File: config.mk
export PLATFORM = sky130hd
export DESIGN_NAME = gih_ctrl
export DESIGN_NICKNAME = d
export VERILOG_FILES = /design/src/gih_pkg.sv /design/src/gih_flag.sv /design/src/gih_prio.sv /design/src/gih_ctrl.sv
export SDC_FILE = /design/constraint.sdc
export NUM_CORES = 1
export LEC_CHECK = 0
export ABC_AREA = 1
export BUFFER_PORTS_ARGS = -buffer_cell sky130_fd_sc_hd__buf_2
export CAP_MARGIN = 10
export CORE_ASPECT_RATIO = 0.5
export CORE_MARGIN = 2
export CORE_UTILIZATION = 35
export CTS_CLUSTER_DIAMETER = 150
export CTS_CLUSTER_SIZE = 24
export DETAILED_ROUTE_END_ITERATION = 10
export HOLD_SLACK_MARGIN = 0.1
export PLACE_DENSITY = 0.69
export SYNTH_ARGS = -nofsm -noshare
export SYNTH_HDL_FRONTEND = slang
export SYNTH_SLANG_ARGS = --single-unit
export TNS_END_PERCENT = 5
File: constraint.sdc
create_clock -name REF_CLK -period 1.55 [get_ports REF_CLK]
set_input_delay 0.0775 -clock REF_CLK [delete_from_list [all_inputs] [get_ports REF_CLK]]
set_output_delay 0.0775 -clock REF_CLK [all_outputs]
set_load 0.01 [all_outputs]
File: src/gih_pkg.sv
// Shared constants and carrier types for the grouped interrupt and halt control block.
// Assumes a single 100 MHz system clock domain and an active-low asynchronous reset.
package gih_pkg;

    // ==========================================================================
    // Sizing
    localparam int GIH_GROUPS = 4;
    localparam int GIH_TIMERS = 3;
    localparam int GIH_VEC_W = 12;
    localparam int GIH_DEPTH = 8;

    // ==========================================================================
    // Vector addresses, in ascending order; group n uses base plus n times step.
    localparam logic [11:0] GIH_VEC_BASE = 12'h00c;
    localparam logic [11:0] GIH_VEC_STEP = 12'h004;

    // ==========================================================================
    // Source layout inside a group and reset values.
    localparam int GIH_SRC_W = 3;
    localparam logic [3:0] GIH_EN_RESET = 4'h0;
    localparam logic GIH_PDF_RESET = 1'b0;
    localparam logic GIH_TO_RESET = 1'b0;

    // Processor sequencer commands.
    typedef enum logic [1:0] {
        GIH_CMD_NONE,
        GIH_CMD_RET,
        GIH_CMD_RETURN_WITH_IRQ_ENABLE,
        GIH_CMD_HALT
    } gih_cmd_t;

    // Per-timer match events or flags: period, match A, match B.
    typedef struct packed {
        logic match_b;
        logic match_a;
        logic period;
    } gih_tm_t;

    // Vector call presented to the sequencer.
    typedef struct packed {
        logic valid;
        logic [GIH_VEC_W-1:0] addr;
    } gih_call_t;

endpackage

File: src/gih_flag.sv
// One sticky request flag: hardware sets, software clears, set wins.
// Assumes set and clear are synchronous to the system clock.
`timescale 1ns/100ps
`default_nettype none
module gih_flag (
    input wire logic clk,
    input wire logic rst_b,
    input wire logic set,
    input wire logic clr,
    output logic flag,
    output logic rise
);
    logic next_flag;
    assign next_flag = set | (flag & ~clr);
    always_ff @(posedge clk or negedge rst_b) begin
        if (!rst_b) begin
            flag <= 1'b0;
            rise <= 1'b0;
        end else begin
            flag <= next_flag;
            rise <= next_flag & ~flag;
        end
    end
endmodule
`default_nettype wire

File: src/gih_prio.sv
// Fixed priority pick among eligible group requests, lowest vector first.
// Purely combinational; the caller registers the result.
`timescale 1ns/100ps
`default_nettype none
module gih_prio
    import gih_pkg::*;
#(
    parameter int N = GIH_GROUPS
) (
    input wire logic [N-1:0] req,
    output logic any,
    output logic [N-1:0] grant
);
    logic [N-1:0] lower;
    genvar i;
    generate
        for (i = 0; i < N; i++) begin : g_p
            if (i == 0) begin : g_z
                assign lower[i] = 1'b0;
            end else begin : g_n
                assign lower[i] = lower[i-1] | req[i-1];
            end
            assign grant[i] = req[i] & ~lower[i];
        end
    endgenerate
    assign any = |req;
endmodule
`default_nettype wire

File: src/gih_ctrl.sv
// Grouped interrupt controller with halt handling for a small microcontroller core.
// Assumes the core sequencer acts on VEC_CALL, pushes only the PC and reports RET, RETURN_WITH_IRQ_ENABLE and HALT.
`timescale 1ns/100ps
`default_nettype none
// Contract
// - Write-done flag sets at write end
// - Low-supply flag sets on detector report
// - Two timer flags, three for enhanced
// - Timer flag sets on P/A/B match
// - Call needs all enables, stack room, request
// - Service clears global enable, group flag only
// - Flags stay set while disabled
// - Any flag rise wakes from halt
// - Service pushes only program counter
// - Return-with-enable pops, sets global enable
// - Plain return pops, enable stays clear
// - Halt only by instruction, clock stops
// - Halt keeps memory, registers, ports
// - Halt clears watchdog, sub-clock keeps counting
// - Halt sets power-down, clears timeout
// - Group flag sets when member sets
// - Blocked wake resumes after halt
module gih_ctrl
    import gih_pkg::*;
#(
    parameter int NT = GIH_TIMERS,
    parameter logic [NT-1:0] TM_ENH = 3'b100
) (
    input wire logic REF_CLK,
    input wire logic RST_B,
    // Event sources: synchronous pulses from peripherals, except the low supply detector level, which is synchronised below.
    input wire logic STORE_WRITE_DONE,
    input wire logic LOW_SUPPLY_DET,
    input wire gih_tm_t [NT-1:0] TM_MATCH,
    // Software enables.
    input wire logic GLOBAL_IRQ_ENABLE_SET,
    input wire logic GLOBAL_IRQ_ENABLE_CLR,
    input wire logic STORAGE_WRITE_DONE_ENABLE,
    input wire logic LOW_SUPPLY_ENABLE,
    input wire gih_tm_t [NT-1:0] TM_ENABLE,
    input wire logic [GIH_GROUPS-1:0] GROUP_IRQ_ENABLE,
    // Software flag writes: set forces high, clear drops.
    input wire logic STORAGE_WRITE_DONE_CLR,
    input wire logic LOW_SUPPLY_CLR,
    input wire logic LOW_SUPPLY_SET,
    input wire gih_tm_t [NT-1:0] TM_FLAG_CLR,
    input wire gih_tm_t [NT-1:0] TM_FLAG_SET,
    input wire logic [GIH_GROUPS-1:0] GROUP_FLAG_CLR,
    // Core sequencer.
    input wire gih_cmd_t CORE_CMD,
    input wire logic STACK_FULL,
    input wire logic CLR_WDT,
    input wire logic WDT_ENABLE,
    input wire logic WDT_FROM_SUB_CLOCK,
    output gih_call_t VEC_CALL,
    output logic PUSH_PC,
    output logic POP_PC,
    output logic GLOBAL_IRQ_ENABLE,
    output logic HALTED,
    output logic SYS_CLK_RUN,
    output logic WAKE_RESUME,
    output logic WDT_CLEAR,
    output logic WDT_RUN,
    output logic POWER_DOWN_STATUS,
    output logic WATCHDOG_TIMEOUT_STATUS,
    input wire logic WDT_OVERFLOW,
    output logic STORAGE_WRITE_DONE_FLAG,
    output logic LOW_SUPPLY_FLAG,
    output gih_tm_t [NT-1:0] TM_FLAG,
    output logic [GIH_GROUPS-1:0] GROUP_REQUEST_FLAGS
);
    // ==========================================================================
    // Low supply detector comes from an analog block: synchronise it.
    logic lv_s1, lv_s2, lv_s3;
    always_ff @(posedge REF_CLK or negedge RST_B) begin
        if (!RST_B) begin
            lv_s1 <= 1'b0;
            lv_s2 <= 1'b0;
            lv_s3 <= 1'b0;
        end else begin
            lv_s1 <= LOW_SUPPLY_DET;
            lv_s2 <= lv_s1;
            lv_s3 <= lv_s2;
        end
    end
    wire lv_event = lv_s2 & ~lv_s3;

    // ==========================================================================
    // Source flags. Index 0 write done, 1 low supply, then timers three apiece.
    localparam int NS = 2 + GIH_SRC_W * NT;
    logic [NS-1:0] src_set, src_clr, src_flag, src_rise, src_en;
    assign src_set[0] = STORE_WRITE_DONE;
    assign src_set[1] = lv_event | LOW_SUPPLY_SET;
    assign src_clr[0] = STORAGE_WRITE_DONE_CLR;
    assign src_clr[1] = LOW_SUPPLY_CLR;
    assign src_en[0] = STORAGE_WRITE_DONE_ENABLE;
    assign src_en[1] = LOW_SUPPLY_ENABLE;

    genvar t, s;
    generate
        for (t = 0; t < NT; t++) begin : g_tm
            wire gih_tm_t mask = TM_ENH[t] ? 3'b111 : 3'b011;
            assign src_set[2+3*t +: 3] = (TM_MATCH[t] | TM_FLAG_SET[t]) & mask;
            assign src_clr[2+3*t +: 3] = TM_FLAG_CLR[t];
            assign src_en[2+3*t +: 3] = TM_ENABLE[t] & mask;
        end
        for (s = 0; s < NS; s++) begin : g_src
            gih_flag u_f (
                .clk(REF_CLK),
                .rst_b(RST_B),
                .set(src_set[s]),
                .clr(src_clr[s]),
                .flag(src_flag[s]),
                .rise(src_rise[s])
            );
        end
    endgenerate

    // ==========================================================================
    // Group membership: 0 write done and low supply, then one group per timer.
    function automatic logic [NS-1:0] member(input int g);
        logic [NS-1:0] m;
        m = '0;
        if (g == 0) begin
            m[1:0] = 2'b11;
        end else if (g <= NT) begin
            m[2+3*(g-1) +: 3] = 3'b111;
        end
        return m;
    endfunction

    logic [GIH_GROUPS-1:0] grp_set, grp_clr, grp_flag, grp_rise, grp_elig, grant;
    logic any_grant, service, halted;
    genvar g;
    generate
        for (g = 0; g < GIH_GROUPS; g++) begin : g_grp
            assign grp_set[g] = |(src_rise & member(g));
            assign grp_clr[g] = GROUP_FLAG_CLR[g] | (service & grant[g]);
            assign grp_elig[g] = grp_flag[g] & GROUP_IRQ_ENABLE[g] & (|(src_flag & src_en & member(g)));
            gih_flag u_g (
                .clk(REF_CLK),
                .rst_b(RST_B),
                .set(grp_set[g]),
                .clr(grp_clr[g]),
                .flag(grp_flag[g]),
                .rise(grp_rise[g])
            );
        end
    endgenerate

    gih_prio #(.N(GIH_GROUPS)) u_prio (
        .req(grp_elig),
        .any(any_grant),
        .grant(grant)
    );

    // ==========================================================================
    // Service and return.
    logic gie, busy;
    assign service = gie & any_grant & ~STACK_FULL & ~halted & ~busy & (CORE_CMD == GIH_CMD_NONE);

    logic [GIH_VEC_W-1:0] vec_addr;
    always_comb begin
        vec_addr = GIH_VEC_BASE;
        for (int i = GIH_GROUPS - 1; i >= 0; i--) begin
            if (grant[i]) begin
                vec_addr = GIH_VEC_BASE + GIH_VEC_STEP * i[GIH_VEC_W-1:0];
            end
        end
    end

    wire is_ret = (CORE_CMD == GIH_CMD_RET) & ~halted;
    wire is_return_with_irq_enable = (CORE_CMD == GIH_CMD_RETURN_WITH_IRQ_ENABLE) & ~halted;
    wire is_halt = (CORE_CMD == GIH_CMD_HALT) & ~halted;

    wire next_gie = service ? 1'b0 :
                    is_return_with_irq_enable ? 1'b1 :
                    GLOBAL_IRQ_ENABLE_SET ? 1'b1 :
                    GLOBAL_IRQ_ENABLE_CLR ? 1'b0 : gie;

    // ==========================================================================
    // Halt and wake.
    // rise wakes regardless of enables
    wire any_rise = (|src_rise) | (|grp_rise);
    wire wake_vec = gie & any_grant & ~STACK_FULL;
    // The halted output must show the new state on the edge that takes the halt or the wake.
    wire next_halted = is_halt | (halted & ~any_rise);

    always_ff @(posedge REF_CLK or negedge RST_B) begin
        if (!RST_B) begin
            gie <= 1'b0;
            busy <= 1'b0;
            halted <= 1'b0;
            VEC_CALL <= '0;
            PUSH_PC <= 1'b0;
            POP_PC <= 1'b0;
            WAKE_RESUME <= 1'b0;
            WDT_CLEAR <= 1'b0;
            POWER_DOWN_STATUS <= GIH_PDF_RESET;
            WATCHDOG_TIMEOUT_STATUS <= GIH_TO_RESET;
        end else begin
            gie <= next_gie;
            busy <= service;
            VEC_CALL.valid <= service;
            VEC_CALL.addr <= vec_addr;
            PUSH_PC <= service;
            POP_PC <= is_ret | is_return_with_irq_enable;
            if (is_halt) begin
                halted <= 1'b1;
            end else if (halted && any_rise) begin
                halted <= 1'b0;
            end
            WAKE_RESUME <= halted & any_rise & ~wake_vec;
            WDT_CLEAR <= is_halt | CLR_WDT;
            if (is_halt) begin
                POWER_DOWN_STATUS <= 1'b1;
                WATCHDOG_TIMEOUT_STATUS <= 1'b0;
            end else begin
                if (CLR_WDT) begin
                    POWER_DOWN_STATUS <= 1'b0;
                end
                if (WDT_OVERFLOW) begin
                    WATCHDOG_TIMEOUT_STATUS <= 1'b1;
                end else if (CLR_WDT) begin
                    WATCHDOG_TIMEOUT_STATUS <= 1'b0;
                end
            end
        end
    end

    // ==========================================================================
    // Output copies; flags come from their own flip-flops.
    // state held in halt
    always_ff @(posedge REF_CLK or negedge RST_B) begin
        if (!RST_B) begin
            GLOBAL_IRQ_ENABLE <= 1'b0;
            HALTED <= 1'b0;
            SYS_CLK_RUN <= 1'b1;
            WDT_RUN <= 1'b0;
        end else begin
            GLOBAL_IRQ_ENABLE <= next_gie;
            HALTED <= next_halted;
            SYS_CLK_RUN <= ~(halted | is_halt) | (halted & any_rise);
            WDT_RUN <= WDT_ENABLE & (WDT_FROM_SUB_CLOCK | ~(halted | is_halt));
        end
    end

    assign STORAGE_WRITE_DONE_FLAG = src_flag[0];
    assign LOW_SUPPLY_FLAG = src_flag[1];
    assign GROUP_REQUEST_FLAGS = grp_flag;
    generate
        for (t = 0; t < NT; t++) begin : g_out
            assign TM_FLAG[t] = src_flag[2+3*t +: 3];
        end
    endgenerate

endmodule
`default_nettype wire

* After elaboration in Yosys (flattened, before gate mapping) *
Cells that the tools add are included.

word-level totals
  output and inout port bits = 38
  word-level logic and storage cells = 208
  flip-flop bits (word level) = 49
  bits of input ports = 62

cells by class
  equal/unequal tests = 3
  multiplexer cells = 14
  reduce and logical (&&, ||, !) cells = 17
  bitwise gates (word level) = 129

operators by type and width
  operator            count
  $and 1x1->1         58
  $not 1->1           40
  $or 1x1->1          27
  $mux 5              4
  $reduce_or 3->1     6
  $and 11x11->11      1
  $reduce_or 11->1    1
  $mux 1              10
  $reduce_or 4->1     2
  $eq 2x2->1 const B  2
  $or 2x2->2          2
  $reduce_bool 2->1   2
  $reduce_bool 4->1   1
  $reduce_or 2->1     2
  $or 3x3->3          1
  $reduce_bool 3->1   1
  $eq 2x1->1 const B  1
  $logic_not 2->1     1
  $logic_and 1x1->1   1

* Longest topological paths before layout *
Gate-level depths: netlist of run 1.

  depth after elaboration = 15
  depth in mapped cells = 8
  mapped depth without buffers = 8

* Modules after synthesis *
A second synthesis of run 1 with hierarchy kept.

unflattened totals
  cells, all modules = 232
  area total of the unflattened synthesis = 2009.4 sq um

by module, submodules not included
  module    area each (sq um)  cells each  seq. area each (sq um)  times used
  gih_flag  70.1               7           50.0                    15
  gih_ctrl  912.1              117         426.7                   1
  gih_prio  46.3               10          0.0                     1

* Worst setup path after synthesis of run 1 *
Ideal clock, no wire load.

  path kind = flip-flop to flip-flop
  start = register g_src[0].u_f.flag
  end = register g_grp[1].u_g.flag
  clock period less this slack = 1131 ps
  setup time = 129 ps
  path slack = 419 ps
  stages on the path, launching flop included = 9
  arrival = 1002 ps
  data required time = 1421 ps
  path buffers = 0
  cells stage by stage = dfrtp_1 nand2_1 nand2_1 nand2_1 inv_1 nor2_1 nand4_1 nand2_1 nand2_1

on the way
  cells in the longest elaborated chain, start to end = 14
  elaborated cells on any way between the ends = 16
  classes of those cells = bitwise: 14; reduce/logical: 2

RTL lines
  what                              line             source
  start, declared                   gih_flag.sv:10   output logic flag,
  start signal, assigned            gih_flag.sv:20   flag <= next_flag;
  $and 11x11->11 *                  -
  $reduce_or 2->1 *                 gih_ctrl.sv:139  assign grp_elig[g] = grp_flag[g] & GROUP_IRQ_ENABLE[g] & (|(src_flag & src_en & member(g)));
  $and 1x1->1 *                     gih_ctrl.sv:139
  $reduce_or 4->1                   gih_prio.sv:26   assign any = |req;
  $and 1x1->1 (5 in a row)          gih_ctrl.sv:160  assign service = gie & any_grant & ~STACK_FULL & ~halted & ~busy & (CORE_CMD == GIH_CMD_NONE);
  $and 1x1->1 *                     gih_ctrl.sv:138  assign grp_clr[g] = GROUP_FLAG_CLR[g] | (service & grant[g]);
  $or 1x1->1 *                      gih_ctrl.sv:138
  $not 1->1 *                       gih_flag.sv:14   assign next_flag = set | (flag & ~clr);
  $and 1x1->1 *                     gih_flag.sv:14
  $or 1x1->1 *                      gih_flag.sv:14
  named net g_grp[1].u_g.next_flag  gih_flag.sv:13   logic next_flag;
  end signal, assigned              gih_flag.sv:20
  end, declared                     gih_flag.sv:10

Mark *: on every way through the listed nets, which the timed path passes. The rest lies on a longest branch.
A chain may end at the register's enable or synchronous reset.

* Worst setup path in the final report of run 1 *
  start = register halted
  end = register WDT_RUN

on the way
  cells in the longest elaborated chain, start to end = 6

RTL lines
  what                    line             source
  start, declared         gih_ctrl.sv:133  logic any_grant, service, halted;
  start signal, assigned  gih_ctrl.sv:193  halted <= 1'b0;
  start signal, assigned  gih_ctrl.sv:209  halted <= 1'b1;
  start signal, assigned  gih_ctrl.sv:211  halted <= 1'b0;
  $not 1->1               gih_ctrl.sv:174  wire is_halt = (CORE_CMD == GIH_CMD_HALT) & ~halted;
  $and 1x1->1             gih_ctrl.sv:174
  $or 1x1->1 *            gih_ctrl.sv:244  WDT_RUN <= WDT_ENABLE & (WDT_FROM_SUB_CLOCK | ~(halted | is_halt));
  $not 1->1 *             gih_ctrl.sv:244
  $or 1x1->1 *            gih_ctrl.sv:244
  $and 1x1->1 *           gih_ctrl.sv:244
  end signal, assigned    gih_ctrl.sv:244
  end, declared           gih_ctrl.sv:63   output logic WDT_RUN,

Every way passes the cells marked *; elsewhere a longest branch is shown, timed or not.

==> metrics.txt, run 1 <==
status finished, final reports clean; final hold viol count 0; Layout fillers 490; Placeable Area 5540 µm²; final period utilization 0.924; total gr overflow 0; crit-path cells inv_1, o21ai_0, a21boi_0, dlygate4sd3_1; CTS tree yes; Final Critical Period 1.43 ns; num ports 100; Antenna diodes 0; Root Buffer clkbuf_16; Hold Crit Class in2reg; setup_tns 0 ns; crit path kind reg2reg; I/O Buffers 84; Worst EP required 1.77 ns; cts bufs inserted 5; warnings from Yosys 0; Peak VDD IR 0.600 mV; headroom to the max-slew limit 0.648; largest delay contributor family on the critical path buffers and inverters; Global Route Usage Sum 0.153; drt pass-1 iters 4; vias in the first global route 1793; Power Density 1020 nW/µm²; # setup viols final 0; Via density 4.21; Chip Width 112 µm; post-detailed-route count of antenna-violating nets 0; Skew-Pair Late Insertion Delay 0.28 ns; CP endpoint kind flop; via count 1793; Worst path slowest cell dlygate4sd3_1; Die H 57.8 µm; fin. max-slew vios 0; global-route wire length before repair 7750 µm; #FFs+latches synth 47; clk sinks 47; die area 6460 µm²; highest clock rate 698 MHz; initial core utilization 0.366; Slew @ Worst Pin 0.528 ns; Area Growth Syn to Fin 50.1%; number of max-cap violations 0; Post-CTS Repair Setup Buffers 0; largest net degree at the start of global routing 25; fin area 3040 µm²; RSZ-0062 raised after global routing no; Post-Synthesis Cells 224; leakage 0.00173 µW; type of origin of the critical path flop; Nets 414; drt drc 0; Rows 19; clk_skew 0.00315 ns; count of different cell masters after synthesis 19; critical path arrival 1.65 ns; per-cell routed wire length 11.2 µm; Max clock buf depth 2; slowest stage delay, CP 0.56 ns; FF/Latch Area 1180 µm²; Area after DPL 2430 µm²; area of the multi-input gates 509 µm²; CTS clk-pin slew, worst paths 0.06 ns; routability cong. 0.782; initial antenna violation count 0; worst-path fanout max 5; Total Wirelength 4770 µm; Avg Cell Area, Syn 9.05 µm²; initial DRC count 42; HPWL Detailed 3280 µm; Mapped Area 2030 µm²; share of cells above drive strength 1 0.280; register area share after synthesis 0.581; htree depth 2; crit path buf inv count 2
==> per-layer routing <==
layer  vias up  share of wire  global-route usage
met5         -              0                   0
met4         0          0.020              0.0564
met3         9          0.041              0.0397
met2        41           0.54               0.298
met1       844           0.40               0.165
li1        899              -                   -
==> Yosys cell counts <==
cell type / number / area [µm²]
a21boi_0: 1 / 7.51
a21oi_1: 11 / 55.1
buf_4: 23 / 173
conb_1: 1 / 3.75
dfrtp_1: 46 / 1150
dfstp_2: 1 / 26.3
inv_1: 55 / 206
nand2_1: 38 / 143
nand3_1: 3 / 15.0
nand4_1: 6 / 37.5
nor2_1: 20 / 75.1
nor3_1: 2 / 10.0
nor4_1: 1 / 6.26
nor4_4: 1 / 21.3
o211ai_1: 7 / 52.6
o21ai_0: 4 / 20.0
o21ai_1: 2 / 10.0
o32ai_1: 1 / 8.76
or2_2: 1 / 6.26
==> report_power, final <==
group	leakage [µW]	switching [µW]	internal [µW]
Sequential	0.000558	80.6	1380
Clock	0.0000658	436	593
Combinational	0.00111	324	290
Total	0.00173	841	2260
==> state kept, by name (all words and copies together) (netlist names) <==
register and cells:
g_src.u_f.flag 11, g_src.u_f.rise 11, g_grp.u_g.flag 4, g_grp.u_g.rise 4, VEC_CALL 3, GLOBAL_IRQ_ENABLE 1, HALTED 1, POP_PC 1
POWER_DOWN_STATUS 1, SYS_CLK_RUN 1, WAKE_RESUME 1, WATCHDOG_TIMEOUT_STATUS 1, WDT_CLEAR 1, WDT_RUN 1, busy 1, halted 1
lv_s1 1, lv_s2 1, lv_s3 1
==> repair_timing <==
action                                  in CTS  in global routing
hold endpoints to repair                    51                  0
gates resized for setup                      0                  1
endpoints found under the setup margin       0                  1
hold buffers                                47                  0
==> cells in the final DEF (no fill, tap or decap), drive strengths merged <==
cell type | synthesis | layout
o32ai | 1 | 1
conb | 1 | 11
nand2 | 38 | 38
nor2 | 20 | 20
buf | 23 | 87
nand3 | 3 | 3
a21oi | 11 | 11
inv | 55 | 55
nor3 | 2 | 2
clkinv | 0 | 1
nor4 | 2 | 2
a21boi | 1 | 1
o211ai | 7 | 7
dfrtp | 46 | 46
nand4 | 6 | 6
clkinvlp | 0 | 2
dlygate4sd3 | 0 | 47
or2 | 1 | 1
dfstp | 1 | 1
clkbuf | 0 | 5
o21ai | 6 | 6
==> cell families (layout without fill, tap and decap cells) <==
logic type             Yosys count  count (layout)  share of synthesized area
buffers and inverters           78             197                      0.187
AND/OR/NAND/NOR                 72              72                      0.155
flip-flops                      47              47                      0.581
AO/OA/AOI/OAI                   26              26                     0.0759
other                            1              11                    0.00185
==> stage by stage <==
| step | instances | hold slack (ns) | power (µW) | utilization | worst slack [ns] |
|---|---|---|---|---|---|
| after floorplan | 234 | -0.218 | 1780 | - | 0.419 |
| after global routing | 426 | 0.157 | 3280 | 0.550 | 0.000605 |
| final | 426 | 0.112 | 3100 | 0.550 | 0.117 |
| after CTS | 426 | 0.108 | 3130 | 0.549 | 0.0586 |
| after detailed placement | 371 | 0.0887 | 2000 | 0.438 | 0.278 |
| after global placement | 371 | 0.0935 | 1980 | 0.438 | 0.299 |
==> area by class of cell <==
| cell class | instances | area share |
|---|---|---|
| Multi-Input combinational cell | 109 | 0.167 |
| Tap cell | 73 | 0.0300 |
| Inverter | 55 | 0.0678 |
| Sequential cell | 47 | 0.387 |
| Clock inverter | 3 | 0.00658 |
| Timing Repair Buffer | 134 | 0.300 |
| Clock buffer | 5 | 0.0411 |
==> final timing paths <==
| kind | startpoint | endpoint | slack (ns) | depth (start not counted) |
|---|---|---|---|---|
| max | halted | WDT_RUN | 0.12 | 4 |
| min in group asynchronous | RST_B | g_src[6].u_f.flag | 0.32 | 2 |
| min | LOW_SUPPLY_SET | g_src[1].u_f.rise | 0.11 | 5 |
| max reg2reg | halted | WDT_RUN | 0.12 | 4 |
| max in group asynchronous | RST_B | g_src[0].u_f.rise | 0.68 | 3 |
| min reg2reg | lv_s1 | lv_s2 | 0.37 | 0 |
==> worst min-delay path, delay by kind of cell <==
| kind | cells | cell delay, ns |
|---|---|---|
| AOI/OAI and AO/OA | 2 | 0.11 |
| and+or+nand+nor | 1 | 0.05 |
| buffers and inverters | 2 | 0.12 |
No activity file was read; power rests on OpenSTA's default activity.
==> run 2, diff against run 1 <==
Clock period 1.55 ns to 1.41 ns, I/O delays scaled along.
==> metrics.txt, run 2 (synthesized netlist as in run 1, its figures left out) <==
status finished, final reports clean; setup_tns 0 ns; # setup viols final 0; I/O Buffers 84; routability cong. 0.805; Placeable Area 5540 µm²; Die H 57.8 µm; Rows 19; FF/Latch Area 1180 µm²; via count 1839; die area 6460 µm²; Antenna diodes 0; Total Wirelength 4740 µm; num ports 100; Root Buffer clkbuf_16; crit path kind in2reg; worst-path fanout max 2; CTS tree yes; CP endpoint kind flop; Worst EP required 1.57 ns; per-cell routed wire length 11.1 µm; Power Density 1170 nW/µm²; Nets 415; biggest regs g_src.u_f.flag x11, g_src.u_f.rise x11; Layout fillers 495; initial core utilization 0.366; drt drc 0; Final Critical Period 1.34 ns; Peak VDD IR 0.511 mV; highest clock rate 746 MHz; Area Growth Syn to Fin 52.1%; fin area 3090 µm²; cts bufs inserted 5; total gr overflow 0; number of max-cap violations 0; RSZ-0062 raised after global routing no; most common cell after layout, fill and taps aside buf_2; clk sinks 47; Global Route Usage Sum 0.158; leakage 0.00175 µW; share of cells above drive strength 1 0.274; headroom to the max-slew limit 0.654; largest net degree at the start of global routing 28; Max clock buf depth 2; Skew-Pair Late Insertion Delay 0.28 ns; Area after DPL 2440 µm²; Slew @ Worst Pin 0.518 ns; HPWL Detailed 3300 µm; final period utilization 0.950; post-detailed-route count of antenna-violating nets 0; final hold viol count 0; fin. max-slew vios 0; initial antenna violation count 0; Via density 4.31; critical path arrival 1.50 ns; vias in the first global route 1865; global-route wire length before repair 8000 µm; htree depth 2; area of the multi-input gates 512 µm²; clk_skew 0.00652 ns; type of origin of the critical path input port; Hold Crit Class in2reg; drt pass-1 iters 4; CTS clk-pin slew, worst paths 0.06 ns; Chip Width 112 µm; most frequent cells in the layout buf_2 (84), inv_1 (55), dlygate4sd3_1 (48), dfrtp_1 (46), nand2_1 (38); initial DRC count 72
run 2: report_power, final:
part	internal (µW)	switching [µW]
clock	838	463
sequential	1510	82.3
combinational	337	365
total	2690	910
run 2: metrics by stage:
step / util / setup WS, ns / instances / hold WS (ns) / power [µW]
2_1_floorplan: - / 0.279 / 234 / -0.225 / 1960
6_report: 0.557 / 0.0701 / 427 / 0.108 / 3600
5_1_grt: 0.557 / 0.00117 / 427 / 0.117 / 3790
3_3_place_gp: 0.440 / 0.202 / 371 / 0.0670 / 2200
3_5_place_dp: 0.440 / 0.163 / 371 / 0.0829 / 2220
4_1_cts: 0.557 / 0.0908 / 427 / 0.101 / 3630
run 2: final cells by class:
cell class | count | area share
clock buffers | 7 | 0.0430
clock inverters | 1 | 0.00973
inverters | 55 | 0.0669
multi-input cells | 109 | 0.166
flip-flops and latches | 47 | 0.382
well taps | 73 | 0.0296
repair buffers | 135 | 0.303
run 2: per-layer routing:
layer / GRT usage / part of all wire
met1: 0.166 / 0.39
met2: 0.313 / 0.55
met3: 0.0335 / 0.039
met4: 0.0705 / 0.026
met5: 0 / 0
run 2: final timing paths:
kind,slack (ns),from,cells after the start,endpoint
setup / recovery,0.07,TM_FLAG_SET[7],5,g_src[9].u_f.flag
hold / removal,0.11,CORE_CMD[0],3,POP_PC
setup reg to reg,0.10,g_src[5].u_f.flag,3,g_src[5].u_f.flag
hold reg to reg,0.37,lv_s1,0,lv_s2
max in group asynchronous,0.61,RST_B,3,g_grp[2].u_g.rise
min in group asynchronous,0.29,RST_B,2,g_src[0].u_f.flag
run 2: timing repair:
| action | CTS | global route |
|---|---|---|
| hold endpoints to repair | 50 | 0 |
| resized for setup | 0 | 2 |
| setup endpoints to repair | 0 | 2 |
| hold buffers | 48 | 0 |
| buffers inserted | 0 | 0 |
run 2: worst max-delay path: stages:
cell and delay [ns]:
dlygate4sd3_1 0.56, buf_2 0.13, inv_1 0.07, o211ai_1 0.11, dlygate4sd3_1 0.57
==> run 3, diff against run 2 <==
Settings changed: ABC_AREA 1 to default, PLACE_DENSITY 0.69 to 0.7.
==> metrics.txt, run 3 <==
Hold Crit Class in2reg; setup_tns 0 ns; # setup viols final 0; Power Density 1060 nW/µm²; share of cells above drive strength 1 0.399; Antenna diodes 0; total gr overflow 0; critical path arrival 1.58 ns; post-detailed-route count of antenna-violating nets 0; biggest regs g_src.u_f.flag x11, g_src.u_f.rise x11; drt drc 0; per-cell routed wire length 12.5 µm; CTS tree yes; fin. max-slew vios 0; Via density 4.33; Post-Synthesis Cells 174; most frequent cells in the layout buf_2 (84), dlygate4sd3_1 (47), dfrtp_1 (46), nor2_1 (22), inv_1 (13); slowest stage delay, CP 0.53 ns; I/O Buffers 84; most common cell after layout, fill and taps aside buf_2; Total Wirelength 4750 µm; Die H 56.3 µm; Root Buffer clkbuf_8; top cells by area, synth dfrtp_1 (60%), buf_4 (9.0%), nor2_1 (4.5%); dpl cells 324; Max clock buf depth 2; status finished, final reports clean; Global Route Usage Sum 0.156; final hold viol count 0; Async SR Flop Fraction 1.00; Skew-Pair Late Insertion Delay 0.30 ns; initial DRC count 55; die area 6110 µm²; Mapped Area 1910 µm²; Chip Width 109 µm; CTS clk-pin slew, worst paths 0.09 ns; Layout fillers 441; num ports 100; top cell type's share of synthesized area 0.602; clk sinks 47; cell repeated most along the worst path nor4_4; final period utilization 0.991; drt pass-1 iters 4; Final Critical Period 1.40 ns; Area Growth Syn to Fin 58.0%; CP endpoint kind flop; largest net degree at the start of global routing 18; clk_skew 0.00765 ns; Synth top cells by count dfrtp_1 (46), buf_4 (23), nor2_1 (23); crit path kind in2reg; warnings from Yosys 0; Synth area leader dfrtp_1; initial antenna violation count 0; dominant cell by count in the synthesized netlist dfrtp_1; crit-path cells dlygate4sd3_1, buf_2, nor4_4, nand2_2, nor4_4, o21ai_1; vias in the first global route 1708; Nets 372; final hold slack 0.0968 ns; register area share after synthesis 0.615; Post-synth EDFFs 0; Avg Cell Area, Syn 11.0 µm²; global-route wire length before repair 7310 µm; type of origin of the critical path input port; routability cong. 0.729; Worst path slowest cell dlygate4sd3_1; Rows 18; Worst EP required 1.59 ns; cts bufs inserted 5; RSZ-0062 raised after global routing yes; HPWL Detailed 2970 µm; #FFs+latches synth 47; count of different cell masters after synthesis 33; final cell count without fillers 381; number of max-cap violations 0; highest clock rate 716 MHz; via count 1649; Synth Flop Type dfrtp_1; Peak VDD IR 0.552 mV; htree depth 2; leakage 0.00151 µW; worst-path fanout max 5; Placeable Area 5090 µm²; initial core utilization 0.376
run 3: changes by cell type after synthesis, sizes merged, moves of 4 or more:
cell    previous run  this run
nand2b             0         4
nand2             38         8
inv               55        13
nor2b              0         7
nand4              6         0
a21oi             11         4
o211ai             7         0
o21ai              6        14
run 3: critical path: cells and delay by family:
kind / cells / cell delay, ns
and+or+nand+nor: 3 / 0.72
AOI/OAI and AO/OA: 1 / 0.08
buffers and inverters: 2 / 0.70
run 3: worst paths after layout:
| kind | startpoint | endpoint | slack [ns] | depth (start not counted) |
|---|---|---|---|---|
| max in group asynchronous | RST_B | SYS_CLK_RUN | 0.65 | 3 |
| min in group asynchronous | RST_B | VEC_CALL[4] | 0.21 | 2 |
| worst max register to register | halted | g_grp[2].u_g.flag | 0.03 | 4 |
| worst min register to register | lv_s1 | lv_s2 | 0.36 | 0 |
| worst min-delay path | LOW_SUPPLY_CLR | g_src[1].u_f.flag | 0.1 | 3 |
| worst max-delay path | CORE_CMD[0] | g_grp[2].u_g.flag | 0.01 | 6 |
run 3: final cells by class:
class / instances / area (µm²) / share of cell area
sequential: 47 / 1180 / 0.389
timing repair buffer: 142 / 973 / 0.322
multi-input combinational: 101 / 637 / 0.211
tap: 70 / 87.6 / 0.0290
clock buffer: 6 / 82.6 / 0.0273
inverter: 13 / 48.8 / 0.0161
clock inverter: 2 / 16.3 / 0.00538
run 3: metal layers:
layer	global-route usage	vias to the layer above	wire length [µm]
met5	0	-	0
met4	0.0604	0	91
met3	0.0325	9	228
met2	0.296	49	2550
met1	0.169	784	1880
li1	-	807	-
run 3: cells by family (layout without fill, tap and decap cells):
group | count (synthesis) | count (layout) | share of synthesized area
AND/OR/NAND/NOR | 59 | 59 | 0.154
flip-flops | 47 | 47 | 0.615
AO/OA/AOI/OAI | 30 | 30 | 0.109
buffers and inverters | 36 | 163 | 0.116
other | 1 | 11 | 0.00196
XOR/XNOR | 1 | 1 | 0.00458
run 3: stage by stage:
| stage | worst slack (ns) | utilization | power [µW] | area, µm² |
|---|---|---|---|---|
| after floorplan | 0.215 | - | 1950 | 1950 |
| after global placement | 0.0596 | 0.462 | 2190 | 2350 |
| after detailed placement | 0.0453 | 0.462 | 2210 | 2350 |
| after CTS | 0.0144 | 0.576 | 3170 | 2930 |
| after global routing | -0.0508 | 0.594 | 3380 | 3020 |
| final | 0.0132 | 0.594 | 3200 | 3020 |
run 3: timing repair:
item / in CTS / in global routing
resized for setup: 0 / 15
endpoints found under the setup margin: 0 / 9
setup buffers: 0 / 2
hold endpoints to repair: 77 / 0
hold buffers: 48 / 0
run 3: where the power goes:
part           total [µW]  internal, µW  leakage [µW]  switching, µW
Clock                 865           401     0.0000474            464
Combinational         750           385      0.000899            365
Sequential           1590          1510      0.000560           78.2
Total                3200          2290       0.00151            908
